File: src/common/link_loss_map.vh
// Constants for the Ethernet link-loss policy block: offsets, fields, resets, codes
`ifndef LINK_LOSS_MAP_VH
`define LINK_LOSS_MAP_VH
// ==========================================================
// Register byte offsets
`define OFS_PORT1_ACTION 8'h00
`define OFS_PORT2_EXT 8'h04
`define OFS_RELAY_SEL 8'h08
`define OFS_DIAG_SEL 8'h0c
`define OFS_SLOT0 8'h10
`define OFS_SLOT1 8'h14
`define OFS_SLOT2 8'h18
`define OFS_SLOT3 8'h1c
`define OFS_GATEWAY 8'h20
`define OFS_SLOT_VALID 8'h24
`define OFS_STATUS 8'h28
`define OFS_IRQ_STATUS 8'h2c
`define OFS_IRQ_MASK 8'h30
`define OFS_CHANGE 8'h34
// ==========================================================
// Setting codes
`define LOSS_OFF 16'h0000
`define LOSS_WARN 16'h0001
`define LOSS_ALARM 16'h0002
`define LOSS_TRIP 16'h0003
`define LOSS_BOTH 16'h22b8
`define LOSS_EITHER 16'h270f
`define RELAY_KEEP 16'h0000
`define RELAY_STOP 16'h270f
`define CODE_NODIAG 16'h8892
`define CODE_TOOL_UDP 16'h1389
`define CODE_TOOL_TCP 16'h138a
`define CODE_UNSEL 16'h270f
// ==========================================================
// Reset values
`define RST_PORT1_ACTION 16'h0003
`define RST_PORT2_EXT 16'h270f
`define RST_RELAY_SEL 16'h0000
`define RST_DIAG_SEL 16'h270f
`define RST_SLOT0 16'h1389
`define RST_SLOT1 16'hb0b5
`define RST_SLOT2 16'hb0b6
`define RST_SLOT3 16'h270f
`define RST_GATEWAY 32'h00000000
// ==========================================================
// Status and interrupt bit positions
`define ST_WARN 0
`define ST_ALARM 1
`define ST_TRIP 2
`define ST_RELAY 3
`define ST_DIAG 4
`define ST_TOOL 5
`define ST_LOSS1 6
`define ST_LOSS2 7
`define IRQ_WIDTH 3
`define IRQ_WARN 0
`define IRQ_TRIP 1
`define IRQ_RELAYSTOP 2
`endif

File: src/hdl/link_loss_policy.v
// Ethernet link-loss response policy with Avalon-MM register slave
//
// Behaviour
// Codes 0-3: port one own, port two extended
// Extended 0 ignores port two loss
// Extended 1 port two gives warning only
// Extended 2 port two warning plus alarm
// Extended 3 port two loss trips
// 8888 applies port one action on both-loss
// 9999 default applies action on either loss
// No trip while stopped or resetting
// Cyclic fieldbus loss always trips; code latches no fault while driveResetting, since drive reset clears it first
// Trip stops drive by comm stop mode
// Relay select takes 0 or 9999, resets 0
// Duplicate slot codes: lowest slot wins
// Code 34962 in any slot disables diagnosis
// Tool uses 5001 UDP or 5002 TCP
// Four gateway bytes route off-net traffic
// Relay 0 forwards through reset, 9999 stops
// Speed or address change stops forwarding
// Per-port loss from link status, then combined
`timescale 1ns/100ps
`include "link_loss_map.vh"

module link_loss_policy #(
   parameter SLOTS = 4
) (
   // Clock and reset
   input wire core_clk,
   input wire srst,
   // Avalon-MM slave
   input wire [7:0] address,
   input wire read,
   input wire write,
   input wire [31:0] writedata,
   input wire [3:0] byteenable,
   output reg [31:0] readdata,
   output reg waitrequest,
   output reg [1:0] response,
   // Drive and link status
   input wire port1LinkUp,
   input wire port2LinkUp,
   input wire driveStopped,
   input wire driveResetting,
   input wire cyclicActive,
   input wire [1:0] commErrorStopMode,
   // Policy outputs
   output reg linkLossWarning,
   output reg alarmOutput,
   output reg linkLossFault,
   output reg [1:0] faultStopMode,
   output reg relayEnable,
   output reg networkDiagEnable,
   output reg [SLOTS-1:0] slotValid,
   output reg [31:0] gatewayAddr,
   output reg irq
);

   // ==========================================================
   // Settings
   reg [15:0] port1LossAction;
   reg [15:0] port2LossActionExt;
   reg [15:0] relayOnResetSelect;
   reg [15:0] networkDiagSelect;
   reg [16*SLOTS-1:0] functionSlots;
   reg [2:0] irqStatus;
   reg [2:0] irqMask;
   reg forwardHold;
   reg [31:0] next_readdata;
   reg [1:0] next_response;
   wire [31:0] act1Merged;

   // Byte-lane merge for partial writes
   function [31:0] merge;
      input [31:0] old;
      input [31:0] wd;
      input [3:0] be;
      integer k;
      begin
         merge = old;
         for (k = 0; k < 4; k = k + 1) begin
            if (be[k])
               merge[k*8 +: 8] = wd[k*8 +: 8];
         end
      end
   endfunction

   // Map a setting to warn/alarm/trip responses
   function [2:0] actionOf;
      input [15:0] code;
      begin
         case (code)
            `LOSS_WARN: actionOf = 3'b001;
            `LOSS_ALARM: actionOf = 3'b011;
            `LOSS_TRIP: actionOf = 3'b100;
            default: actionOf = 3'b000;
         endcase
      end
   endfunction

   // ==========================================================
   // Loss combination
   wire loss1 = ~port1LinkUp;
   wire loss2 = ~port2LinkUp;
   wire [2:0] act1 = actionOf(port1LossAction);
   wire [2:0] act2 = actionOf(port2LossActionExt);
   reg [2:0] lossAct;
   always @* begin
      if (port2LossActionExt == `LOSS_BOTH) begin
         lossAct = (loss1 & loss2) ? act1 : 3'b000;
      end else if (port2LossActionExt == `LOSS_EITHER) begin
         lossAct = (loss1 | loss2) ? act1 : 3'b000;
      end else begin
         // Extended 0 yields no action for port two
         lossAct = (loss1 ? act1 : 3'b000) | (loss2 ? act2 : 3'b000);
      end
   end
   // Trip is blocked while the drive is idle, except cyclic fieldbus traffic
   wire tripNow = ((lossAct[2] & ~driveStopped & ~driveResetting)
                  | (cyclicActive & (loss1 | loss2)));

   // ==========================================================
   // Slot priority and code decode
   reg [SLOTS-1:0] next_valid;
   reg diagBlock;
   reg toolSeen;
   integer i;
   integer j;
   always @* begin
      next_valid = {SLOTS{1'b1}};
      diagBlock = 1'b0;
      toolSeen = 1'b0;
      for (i = 0; i < SLOTS; i = i + 1) begin
         if (functionSlots[i*16 +: 16] == `CODE_UNSEL)
            next_valid[i] = 1'b0;
         for (j = 0; j < i; j = j + 1) begin
            if (functionSlots[i*16 +: 16] == functionSlots[j*16 +: 16])
               next_valid[i] = 1'b0;
         end
         if (functionSlots[i*16 +: 16] == `CODE_NODIAG)
            diagBlock = 1'b1;
         if (functionSlots[i*16 +: 16] == `CODE_TOOL_UDP ||
             functionSlots[i*16 +: 16] == `CODE_TOOL_TCP)
            toolSeen = 1'b1;
      end
   end

   // ==========================================================
   // Outputs and fault latch
   always @(posedge core_clk) begin
      if (srst) begin
         linkLossWarning <= 1'b0;
         alarmOutput <= 1'b0;
         linkLossFault <= 1'b0;
         faultStopMode <= 2'h0;
         relayEnable <= 1'b1;
         networkDiagEnable <= 1'b1;
         slotValid <= {SLOTS{1'b0}};
         gatewayAddr <= `RST_GATEWAY;
      end else begin
         linkLossWarning <= lossAct[0];
         alarmOutput <= lossAct[1];
         // Fault holds until a drive reset clears it
         if (driveResetting)
            linkLossFault <= 1'b0;
         else if (tripNow) begin
            linkLossFault <= 1'b1;
            faultStopMode <= commErrorStopMode;
         end
         relayEnable <= ~forwardHold &
            ~(driveResetting & (relayOnResetSelect == `RELAY_STOP));
         networkDiagEnable <= ~diagBlock & (networkDiagSelect != 16'h0000);
         slotValid <= next_valid;
         gatewayAddr <= gatewayReg;
      end
   end

   // ==========================================================
   // Avalon slave: one wait cycle, then the answer
   wire acc = (read | write) & waitrequest;
   wire wrDo = write & ~waitrequest;
   reg [31:0] gatewayReg;
   reg [2:0] irqEvt;
   always @* begin
      irqEvt[`IRQ_WARN] = lossAct[0] & ~linkLossWarning;
      irqEvt[`IRQ_TRIP] = tripNow & ~linkLossFault;
      irqEvt[`IRQ_RELAYSTOP] = relayEnable & forwardHold;
   end

   always @(posedge core_clk) begin
      if (srst) begin
         waitrequest <= 1'b1;
         readdata <= 32'h00000000;
         response <= 2'h0;
         port1LossAction <= `RST_PORT1_ACTION;
         port2LossActionExt <= `RST_PORT2_EXT;
         relayOnResetSelect <= `RST_RELAY_SEL;
         networkDiagSelect <= `RST_DIAG_SEL;
         functionSlots <= {`RST_SLOT3, `RST_SLOT2, `RST_SLOT1, `RST_SLOT0};
         gatewayReg <= `RST_GATEWAY;
         irqStatus <= 3'h0;
         irqMask <= 3'h0;
         forwardHold <= 1'b0;
         irq <= 1'b0;
      end else begin
         waitrequest <= ~acc;
         readdata <= next_readdata;
         response <= next_response;
         // Event set wins over write-one-to-clear
         irqStatus <= (irqStatus & ~((wrDo && address == `OFS_IRQ_STATUS) ?
            writedata[2:0] : 3'h0)) | irqEvt;
         // A set mask bit hides its status bit from the line
         irq <= |(irqStatus & ~irqMask);
         if (wrDo) begin
            if (address == `OFS_PORT1_ACTION) begin
               port1LossAction <= act1Merged[15:0];
            end else if (address == `OFS_PORT2_EXT) begin
               port2LossActionExt <= writedata[15:0];
            end else if (address == `OFS_RELAY_SEL) begin
               // Only the two legal codes are accepted
               if (writedata[15:0] == `RELAY_KEEP || writedata[15:0] == `RELAY_STOP)
                  relayOnResetSelect <= writedata[15:0];
            end else if (address == `OFS_DIAG_SEL) begin
               networkDiagSelect <= writedata[15:0];
            end else if (address == `OFS_SLOT0) begin
               functionSlots[15:0] <= writedata[15:0];
            end else if (address == `OFS_SLOT1) begin
               functionSlots[31:16] <= writedata[15:0];
            end else if (address == `OFS_SLOT2) begin
               functionSlots[47:32] <= writedata[15:0];
            end else if (address == `OFS_SLOT3) begin
               functionSlots[63:48] <= writedata[15:0];
            end else if (address == `OFS_GATEWAY) begin
               gatewayReg <= merge(gatewayReg, writedata, byteenable);
            end else if (address == `OFS_IRQ_MASK) begin
               irqMask <= writedata[2:0];
            end else if (address == `OFS_CHANGE) begin
               // Bit0 set: speed/duplex or IP changed; bit1 set: release
               if (writedata[0])
                  forwardHold <= 1'b1;
               else if (writedata[1])
                  forwardHold <= 1'b0;
            end
         end
      end
   end

   // Byte-lane merge of the port one action, low half kept
   assign act1Merged = merge({16'h0000, port1LossAction}, writedata, byteenable);

   // Read mux
   always @* begin
      next_readdata = 32'h00000000;
      next_response = 2'h0;
      if (read & waitrequest) begin
         if (address == `OFS_PORT1_ACTION)
            next_readdata = {16'h0000, port1LossAction};
         else if (address == `OFS_PORT2_EXT)
            next_readdata = {16'h0000, port2LossActionExt};
         else if (address == `OFS_RELAY_SEL)
            next_readdata = {16'h0000, relayOnResetSelect};
         else if (address == `OFS_DIAG_SEL)
            next_readdata = {16'h0000, networkDiagSelect};
         else if (address == `OFS_SLOT0)
            next_readdata = {16'h0000, functionSlots[15:0]};
         else if (address == `OFS_SLOT1)
            next_readdata = {16'h0000, functionSlots[31:16]};
         else if (address == `OFS_SLOT2)
            next_readdata = {16'h0000, functionSlots[47:32]};
         else if (address == `OFS_SLOT3)
            next_readdata = {16'h0000, functionSlots[63:48]};
         else if (address == `OFS_GATEWAY)
            next_readdata = gatewayReg;
         else if (address == `OFS_SLOT_VALID)
            next_readdata = {{(32-SLOTS){1'b0}}, slotValid};
         else if (address == `OFS_STATUS)
            next_readdata = {24'h000000, loss2, loss1, toolSeen, networkDiagEnable,
               relayEnable, linkLossFault, alarmOutput, linkLossWarning};
         else if (address == `OFS_IRQ_STATUS)
            next_readdata = {29'h00000000, irqStatus};
         else if (address == `OFS_IRQ_MASK)
            next_readdata = {29'h00000000, irqMask};
         else if (address == `OFS_CHANGE)
            next_readdata = {31'h00000000, forwardHold};
         else
            next_response = 2'h2; // Unmapped: slave error
      end else if (write & waitrequest) begin
         // Unaligned or past the last register: slave error
         if (address > `OFS_CHANGE || address[1:0] != 2'b00)
            next_response = 2'h2;
      end
   end
endmodule

File: config.mk
export PLATFORM = sky130hd
export DESIGN_NAME = link_loss_policy
export DESIGN_NICKNAME = d
export VERILOG_FILES = /design/src/hdl/link_loss_policy.v
export VERILOG_INCLUDE_DIRS = /design/src /design/src/common
export SDC_FILE = /design/constraint.sdc
export NUM_CORES = 1
export LEC_CHECK = 0
export BUFFER_PORTS_ARGS = -buffer_cell sky130_fd_sc_hd__buf_2
export CAP_MARGIN = 30
export CORE_ASPECT_RATIO = 0.5
export CORE_MARGIN = 1.5
export CORE_UTILIZATION = 45
export CTS_BUF_LIST = sky130_fd_sc_hd__clkbuf_4 sky130_fd_sc_hd__clkbuf_8
export DETAILED_ROUTE_END_ITERATION = 12
export PLACE_DENSITY = 0.71
export RECOVER_POWER = 25
export SYNTH_ARGS = -nofsm -noshare
export SYNTH_HDL_FRONTEND = slang
export SYNTH_SLANG_ARGS = --single-unit
File: constraint.sdc
create_clock -name core_clk -period 5.34 [get_ports core_clk]
set_clock_uncertainty 0.15 [all_clocks]
set_input_delay 1.068 -clock core_clk [delete_from_list [all_inputs] [get_ports core_clk]]
set_output_delay 1.068 -clock core_clk [all_outputs]
set_load 0.05 [all_outputs]
Word-level counts from Yosys, hierarchy flattened
Index checks and enable logic that the tools add are counted.
- equality and inequality tests: 45
- order comparisons: 1
- bitwise logic cells: 45
- multiplexer cells: 54
- reductions and logical operators: 35
- operator list (kind ; number):
    == test 16 x 13 -> 1 bit (second input constant) ; 8
    == test 16 x 14 -> 1 bit (second input constant) ; 8
    2-to-1 mux 16 bit ; 8
    == test 16 bit ; 6
    == test 16 bit (second input constant) ; 4
    == test 16 x 2 -> 1 bit (second input constant) ; 4
    AND reduction 11 bit ; 5
    == test 8 x 6 -> 1 bit (second input constant) ; 6
    2-to-1 mux 2 bit ; 17
    == test 16 x 1 -> 1 bit (second input constant) ; 2
    == test 8 x 5 -> 1 bit (second input constant) ; 4
    2-to-1 mux 32 bit ; 1
    2-to-1 mux 3 bit ; 9
    inverter 1 bit ; 22
    one-hot mux 3 bit (3 select lines) ; 2
    == test 8 x 4 -> 1 bit (second input constant) ; 2
    zero test 16 bit ; 1
    2-to-1 mux 8 bit ; 2
    nonzero test 16 bit ; 1
    2-to-1 mux 1 bit ; 15
    AND 1 bit ; 14
    AND reduction 13 bit ; 1
    AND reduction 5 bit ; 2
    OR reduction 10 bit ; 1
    other kinds (19) ; 35
- input port bits: 55
- flip-flop bits (word level): 246
- output and inout port bits: 79

Depth between registers and ports, before layout
Gate-level depths: netlist (run 1).
- depth in word-level cells: 17
- depth in mapped cells: 9
- gate-level depth less buffers: 6

Least setup slack after synthesis (run 1)
No wires, ideal clock.
- kind: input-to-reg
- start: input port address[7]
- end: register readdata[12]
- library setup time: 0.128 ns
- arrival time: 2.665 ns
- stages on the path: 9
- setup slack: 2.397 ns
- cell sequence: buf_6 -> or4_4 -> buf_6 -> nor2_8 -> nand2_2 -> buf_6 -> a21o_1 -> a222oi_1 -> nor2_1
- longest elaborated chain between the ends: 10
- elaborated cells on any way between the ends: 18
- classes of those cells: eq/ne: 8; mux: 9; reduce/logical: 1
- ends and longest elaborated chain (element ; line ; text):
    start, declared ; link_loss_policy.v:32 ; input wire [7:0] address,
    == test 8 x 6 -> 1 bit (no source line) ; - ;
    2-to-1 mux 32 bit ; link_loss_policy.v:272 ; else if (address == `OFS_GATEWAY)
    2-to-1 mux 16 bit ; link_loss_policy.v:270 ; else if (address == `OFS_SLOT3)
    2-to-1 mux 16 bit ; link_loss_policy.v:268 ; else if (address == `OFS_SLOT2)
    2-to-1 mux 16 bit ; link_loss_policy.v:266 ; else if (address == `OFS_SLOT1)
    2-to-1 mux 16 bit ; link_loss_policy.v:264 ; else if (address == `OFS_SLOT0)
    2-to-1 mux 16 bit ; link_loss_policy.v:262 ; else if (address == `OFS_DIAG_SEL)
    2-to-1 mux 16 bit ; link_loss_policy.v:260 ; else if (address == `OFS_RELAY_SEL)
    2-to-1 mux 16 bit ; link_loss_policy.v:258 ; else if (address == `OFS_PORT2_EXT)
    2-to-1 mux 16 bit (*) ; link_loss_policy.v:256 ; if (address == `OFS_PORT1_ACTION)
    end signal, assigned ; link_loss_policy.v:207 ; readdata <= next_readdata;
    end, declared ; link_loss_policy.v:37 ; output reg [31:0] readdata,
Mark *: on every way between the ends. The rest lies on a longest branch, timed or not.
A chain may end at the register's enable or synchronous reset.

Worst setup path after layout (run 1)
- start: input port srst
- end: register slotValid[1]
- longest elaborated chain between the ends: 1
- ends and longest elaborated chain (element ; line ; text):
    start, declared ; link_loss_policy.v:30 ; input wire srst,
    OR reduction 2 bit (no source line) ; - ;
    end signal, assigned ; link_loss_policy.v:158 ; slotValid <= {SLOTS{1'b0}};
    end signal, assigned ; link_loss_policy.v:173 ; slotValid <= next_valid;
    end, declared ; link_loss_policy.v:54 ; output reg [SLOTS-1:0] slotValid,
Every way passes these cells.

==> flow_metrics.py, run 1 <==
metrics = {
    "critical_path": {
        "end_kind": "flop",
        "worst-setup-path-type": "in -> reg",
        "regToRegEndpoint": "readdata[5]",
        "start_kind": "input pin",
        "worstPathRequired_ns": 5.47,
        "crit_arrival_ns": 4.05,
        "path_cells": "clkbuf_1 > clkbuf_1 > nor3_1",
        "critical_path.max_fanout": 67,
        "crit_end": "slotValid[1]",
        "cpLargestDelayFamily": "buffers and inverters",
        "ff2ff_path_depth": 6,
        "critical-path-slowest-cell": "clkbuf_1",
        "critPathMostFrequentCell": "clkbuf_1",
        "r2r_setup_slack_ns": 2.75,
        "critPathMaxStageDelay_ns": 2.13,
        "crit_path_start": "srst",
        "r2r-start": "functionSlots[62]",
        "cp.buffers_inverters": 2,
        "path_depth": 3,
    },
    "cells_and_area": {
        "fin_cells": 1866,
        "nFillCells": 2430,
        "drive_gt1_share_pct": 13.5,
        "area_growth_pct": 11.3,
        "fin_area_mm2": 0.0132,
        "diodes": 0,
        "seq_area_mm2": 0.00490,
        "multi_input_area_mm2": 0.00624,
        "fin_nets": 1549,
    },
    "hold_path": {
        "hold_class": "reg -> reg",
        "hold_depth": 1,
    },
    "floorplanning": {
        "fp.dieW_um": 232,
        "dieArea_mm2": 0.0273,
        "start_util_pct": 46.4,
        "core_area_mm2": 0.0255,
        "die_height_um": 118,
        "ios": 134,
        "rows": 41,
    },
    "outcome": {
        "status": "complete, but fails checks",
        "violations": "capacitance limit, slew limit",
    },
    "placement": {
        "hpwl_um": 32200,
        "placed_area_mm2": 0.0124,
        "gp_congestion": 0.979,
        "placed_cells": 1798,
        "placement.io_buffers": 132,
    },
    "timing": {
        "rsz0062_at_grt": "false",
        "worst_pin_slew_ns": 2.93,
        "period_needed_ns": 3.92,
        "timing.fmax_mhz": 255,
        "setup_viol": 0,
        "drv_slew": 148,
        "hold_viol": 0,
        "setup_tns_ns": 0,
        "finalCritPeriodShare_pct": 73.5,
        "timing.hold.ws_ns": 0.326,
        "maxSlewHeadroom_pct": -95.7,
    },
    "synthesis": {
        "synth_edf_count": 0,
        "synth-async-reset-ratio_pct": 0,
        "synthesis.nets": 1516,
        "synth_flop_cell": "dfxtp_1",
        "ys_types": 77,
        "syn-instance-count": 1461,
        "seq_area_frac_synth_pct": 41.4,
        "synth_seq_cells": 245,
        "yosysWarningCount": 0,
        "synth_area_per_cell_um2": 8.10,
        "netlist_area_mm2": 0.0118,
    },
    "grt": {
        "grt_pass1_vias": 10400,
        "grt_pass1_wl_um": 67800,
        "grt_remaining_overflow": 0,
        "grt.total_usage_pct": 33.2,
        "grt_max_degree": 80,
        "antenna_found_initial": 1,
    },
    "pwr": {
        "ir_drop_mv": 0.138,
        "powerDensity_mw_per_mm2": 288,
        "leakage_nw": 5.07,
        "power_mw": 3.79,
    },
    "drt": {
        "viasPerCell": 6.03,
        "postRouteAntennaNets": 0,
        "dr_total_vias": 11300,
        "drt_iter0_drc": 1408,
        "wl_per_cell_um": 24.8,
        "dr.pass1.iters": 8,
        "drc": 0,
        "wirelength_um": 46200,
    },
    "cts": {
        "cts_hold_buf": 0,
        "clockBufferDepth": 3,
        "numCtsBuffers": 37,
        "htreeDepth": 2,
        "cts_num_sinks": 245,
        "cts_setup_buffers": 0,
        "clk_latency_ns": 0.56,
        "cts.clk_slew.worst_paths_ns": 0.07,
        "clockRootBuffer": "clkbuf_8",
        "cts_tree": "built",
        "ctsResizeCount": 0,
    },
    "flow_run": {
        "cap_violations": 2,
    },
}
-- flip-flops by register name, summed over array words and instances (netlist names), 4 cells and up --
signal / flops
slotValid: 4
port2LossActionExt: 16
gatewayReg: 32
networkDiagSelect: 16
readdata: 32
relayOnResetSelect: 16
port1LossAction: 16
gatewayAddr: 32
functionSlots: 64
-- kinds of logic (layout without fill, tap and decap cells) --
kind of cell    after synthesis  in the layout  synth area share (%)
buf+inv                     164            225                  5.91
compound gates              210            210                  11.2
xor+xnor                    102            102                  7.55
simple gates                670            670                  27.9
other cells                   1              1                0.0317
mux                          69             69                  5.98
flops                       245            245                  41.4
-- worst min-delay path by stage --
stage	from	endpoint	slack, ns
finish	gatewayReg[18]	gatewayAddr[18]	0.33
global route	gatewayReg[31]	gatewayAddr[31]	0.34
CTS	gatewayReg[31]	gatewayAddr[31]	0.32
detailed placement	gatewayReg[31]	readdata[31]	0.31
global placement	gatewayReg[19]	readdata[19]	0.30
floorplan	gatewayReg[16]	readdata[16]	0.29
-- layer usage --
| layer | GRT usage [%] | vias to the layer above | share of wire, % |
|---|---|---|---|
| li1 | - | 5063 | - |
| met1 | 46.7 | 5424 | 44 |
| met2 | 48.8 | 646 | 43 |
| met3 | 7.75 | 123 | 10 |
| met4 | 12.6 | 0 | 3.6 |
| met5 | 0 | - | 0 |
-- area by class of cell --
class	instances	share of cell area [%]
Clock buffer	62	6.09
Clock inverter	5	0.304
Inverter	11	0.313
Multi-Input combinational cell	1052	47.3
Sequential cell	245	37.2
Tap cell	344	3.27
Timing Repair Buffer	147	5.47
-- synth_stat cells, types with 3 or more instances --
library cell,n,share of area [%]
nor2_2,3,0.16
nand3_1,70,3.0
a211oi_1,6,0.38
o21ai_0,23,0.97
mux2i_1,64,5.4
nor3b_1,3,0.19
buf_1,9,0.29
nor4_1,32,1.7
and2_1,25,1.3
inv_1,10,0.32
and3_1,8,0.42
nor3_1,18,0.76
nand2b_1,4,0.21
xnor2_1,81,6.0
buf_2,22,0.93
buf_4,5,0.32
a222oi_1,9,0.76
xor2_1,21,1.6
o22ai_1,4,0.21
nand2_1,276,8.8
and4b_1,3,0.25
clkbuf_1,112,3.6
nor2b_1,39,2.1
nor2_1,111,3.5
nor4b_1,4,0.30
or4_1,5,0.32
o211ai_1,12,0.76
a21o_1,6,0.38
a22o_1,4,0.30
mux2_2,4,0.38
a221oi_1,6,0.44
nand4b_1,8,0.59
a22oi_1,15,0.95
buf_6,5,0.48
nor3_2,3,0.25
dfxtp_1,245,41
nand4_1,35,1.8
a31oi_1,8,0.42
a21oi_1,97,4.1
-- placed cells by master, fill, tap and decap left out, drive strengths merged, types with 34 or more instances in the layout --
cell type    n
xnor2       81
nor2       115
buf        108
nand3       72
nand2      278
clkbuf     101
nor2b       39
nor4        34
mux2i       64
dfxtp      245
a21oi       97
nand4       35
-- metrics by stage --
stage | worst slack (ns) | util [%]
floorplan | 2.40 | -
global placement | 1.50 | 48.6
detailed placement | 1.53 | 48.6
CTS | 2.08 | 51.9
global route | 1.21 | 51.7
finish | 1.42 | 51.7
-- power by group --
group | switching (mW) | leakage (nW) | internal [mW]
Combinational | 0.182 | 2.65 | 0.0514
Sequential | 0.00740 | 1.98 | 1.83
Clock | 0.763 | 0.440 | 0.957
No activity file was read; power rests on OpenSTA's default activity.
==> run 2, diff against run 1 <==
Clock period 5.34 ns to 3.8 ns, I/O delays scaled along.
==> run 2 against run 1 <==
  * The run still ends with capacitance limit, slew limit left
  * Hold slack worse by 0.046 ns
  * Combinational power is 48% higher
  * Total power is 40% higher
  * Register-to-register slack worse by 1.7 ns
  * Clock power is 38% higher
  * Wire length is 0.13% higher
  * Critical path depth is 2 higher
  * Final cell count is 0.86% higher
  * Global-route usage is 0.27 points lower
  * Sequential power is 41% higher
  * Final area is 0.71% higher
  * Critical path type unchanged
  * Critical endpoint is now faultStopMode[0]
  * Largest power group unchanged
==> flow_metrics.py, run 2 (same netlist as run 1, synthesis figures left out) <==
metrics = {
    "cts": {
        "cts_tree": "built",
        "cts.clk_slew.worst_paths_ns": 0.07,
        "cts_setup_buffers": 0,
        "cts_num_sinks": 245,
        "clockRootBuffer": "clkbuf_8",
        "cts_hold_buf": 0,
        "htreeDepth": 2,
        "clk_latency_ns": 0.56,
        "ctsResizeCount": 0,
        "clockBufferDepth": 3,
        "numCtsBuffers": 37,
    },
    "critical_path": {
        "worst-setup-path-type": "in -> reg",
        "start_kind": "input pin",
        "crit_arrival_ns": 3.34,
        "ff2ff_path_depth": 6,
        "r2r-start": "functionSlots[47]",
        "regToRegEndpoint": "readdata[5]",
        "end_kind": "flop",
        "critical_path.max_fanout": 51,
        "r2r_setup_slack_ns": 1.07,
        "worstPathRequired_ns": 4.08,
    },
    "placement": {
        "hpwl_um": 32700,
        "gp_congestion": 1.04,
        "placement.io_buffers": 132,
    },
    "outcome": {
        "status": "complete, but fails checks",
        "violations": "capacitance limit, slew limit",
    },
    "cells_and_area": {
        "final_common_cell": "nand2_1",
        "largest_reg_flops": 64,
        "final_cell_mix": "nand2_1, dfxtp_1, nor2_1, a21oi_1, buf_2",
        "nFillCells": 2390,
        "seq_area_mm2": 0.00490,
        "fin_nets": 1571,
        "drive_gt1_share_pct": 14.5,
        "largest-register": "functionSlots",
        "diodes": 0,
        "area_growth_pct": 12.1,
        "multi_input_area_mm2": 0.00624,
    },
    "drt": {
        "dr_total_vias": 11500,
        "viasPerCell": 6.10,
        "drc": 0,
        "wirelength_um": 46300,
        "dr.pass1.iters": 7,
        "postRouteAntennaNets": 0,
        "wl_per_cell_um": 24.6,
        "drt_iter0_drc": 1457,
    },
    "grt": {
        "grt_max_degree": 73,
        "grt_pass1_vias": 10300,
        "antenna_found_initial": 0,
        "grt_pass1_wl_um": 67300,
        "grt.total_usage_pct": 32.9,
        "grt_remaining_overflow": 0,
    },
    "timing": {
        "setup_viol": 0,
        "timing.fmax_mhz": 327,
        "rsz0062_at_grt": "false",
        "worst_pin_slew_ns": 1.61,
        "maxSlewHeadroom_pct": -7.65,
        "finalCritPeriodShare_pct": 80.4,
        "period_needed_ns": 3.05,
        "setup_tns_ns": 0,
        "hold_viol": 0,
        "drv_slew": 37,
    },
    "pwr": {
        "ir_drop_mv": 0.194,
        "leakage_nw": 5.15,
        "power_mw": 5.30,
        "powerDensity_mw_per_mm2": 399,
    },
    "hold_path": {
        "hold_depth": 3,
        "hold_class": "in -> reg",
        "min_from": "writedata[20]",
        "min_to": "gatewayReg[20]",
    },
    "floorplanning": {
        "dieArea_mm2": 0.0273,
        "core_area_mm2": 0.0255,
        "ios": 134,
        "rows": 41,
        "start_util_pct": 46.4,
        "fp.dieW_um": 232,
        "die_height_um": 118,
    },
    "flow_run": {
        "cap_violations": 1,
    },
}
==> run 2: changes by cell type in the layout (fill, tap and decap cells not counted) <==
cell | previous run | this run
clkbuf_4 | 8 | 10
clkbuf_1 | 38 | 37
bufinv_16 | 0 | 2
clkinv_2 | 1 | 3
buf_2 | 95 | 96
buf_4 | 13 | 35
clkinv_4 | 0 | 1
clkinvlp_4 | 2 | 0
clkbuf_8 | 54 | 43
==> run 2: where the power goes <==
group	internal (mW)	switching, mW
sequential	2.58	0.0108
combinational	0.0843	0.259
clock	1.27	1.09
total	3.93	1.36
==> run 2: per-layer routing <==
layer	global-route usage [%]	routed length (µm)	vias to the layer above	part of all wire, %
met1	46.9	19800	5602	43
met3	7.27	4920	122	11
li1	-	-	5101	-
met5	0	0	-	0
met2	48.1	19900	664	43
met4	12.2	1650	0	3.6
==> run 2: how the worst max path moves through the flow <==
stage	start	endpoint	slack [ns]
after detailed placement	address[2]	networkDiagSelect[12]	0.61
final	srst	faultStopMode[0]	0.75
after floorplan	address[7]	readdata[12]	1.17
after global routing	srst	faultStopMode[0]	0.51
after global placement	address[3]	readdata[0]	0.58
after CTS	address[2]	networkDiagSelect[12]	1.18
==> run 2: layout make-up <==
| class | instances | area share, % |
|---|---|---|
| sequential | 245 | 36.9 |
| timing repair buffer | 169 | 6.68 |
| clock inverter | 8 | 0.782 |
| clock buffer | 53 | 5.02 |
| tap | 344 | 3.24 |
| inverter | 11 | 0.311 |
| multi-input combinational | 1052 | 47.0 |
==> run 2: through the flow <==
step                hold WS, ns  cells  util (%)  instance area, µm²  setup slack [ns]
floorplan                 0.294   1461         -               11800              1.17
global placement          0.301   1821      49.3               12600             0.580
detailed placement        0.307   1821      49.3               12600             0.606
CTS                       0.265   1882      52.3               13300              1.18
global route              0.277   1882      52.1               13300             0.507
finish                    0.280   1882      52.1               13300             0.746
==> run 2: worst max-delay path: stages <==
cell	delay (ns)
clkbuf_1	1.14
clkinv_1	0.19
clkbuf_2	0.76
nand4b_1	0.37
nand3_1	0.10
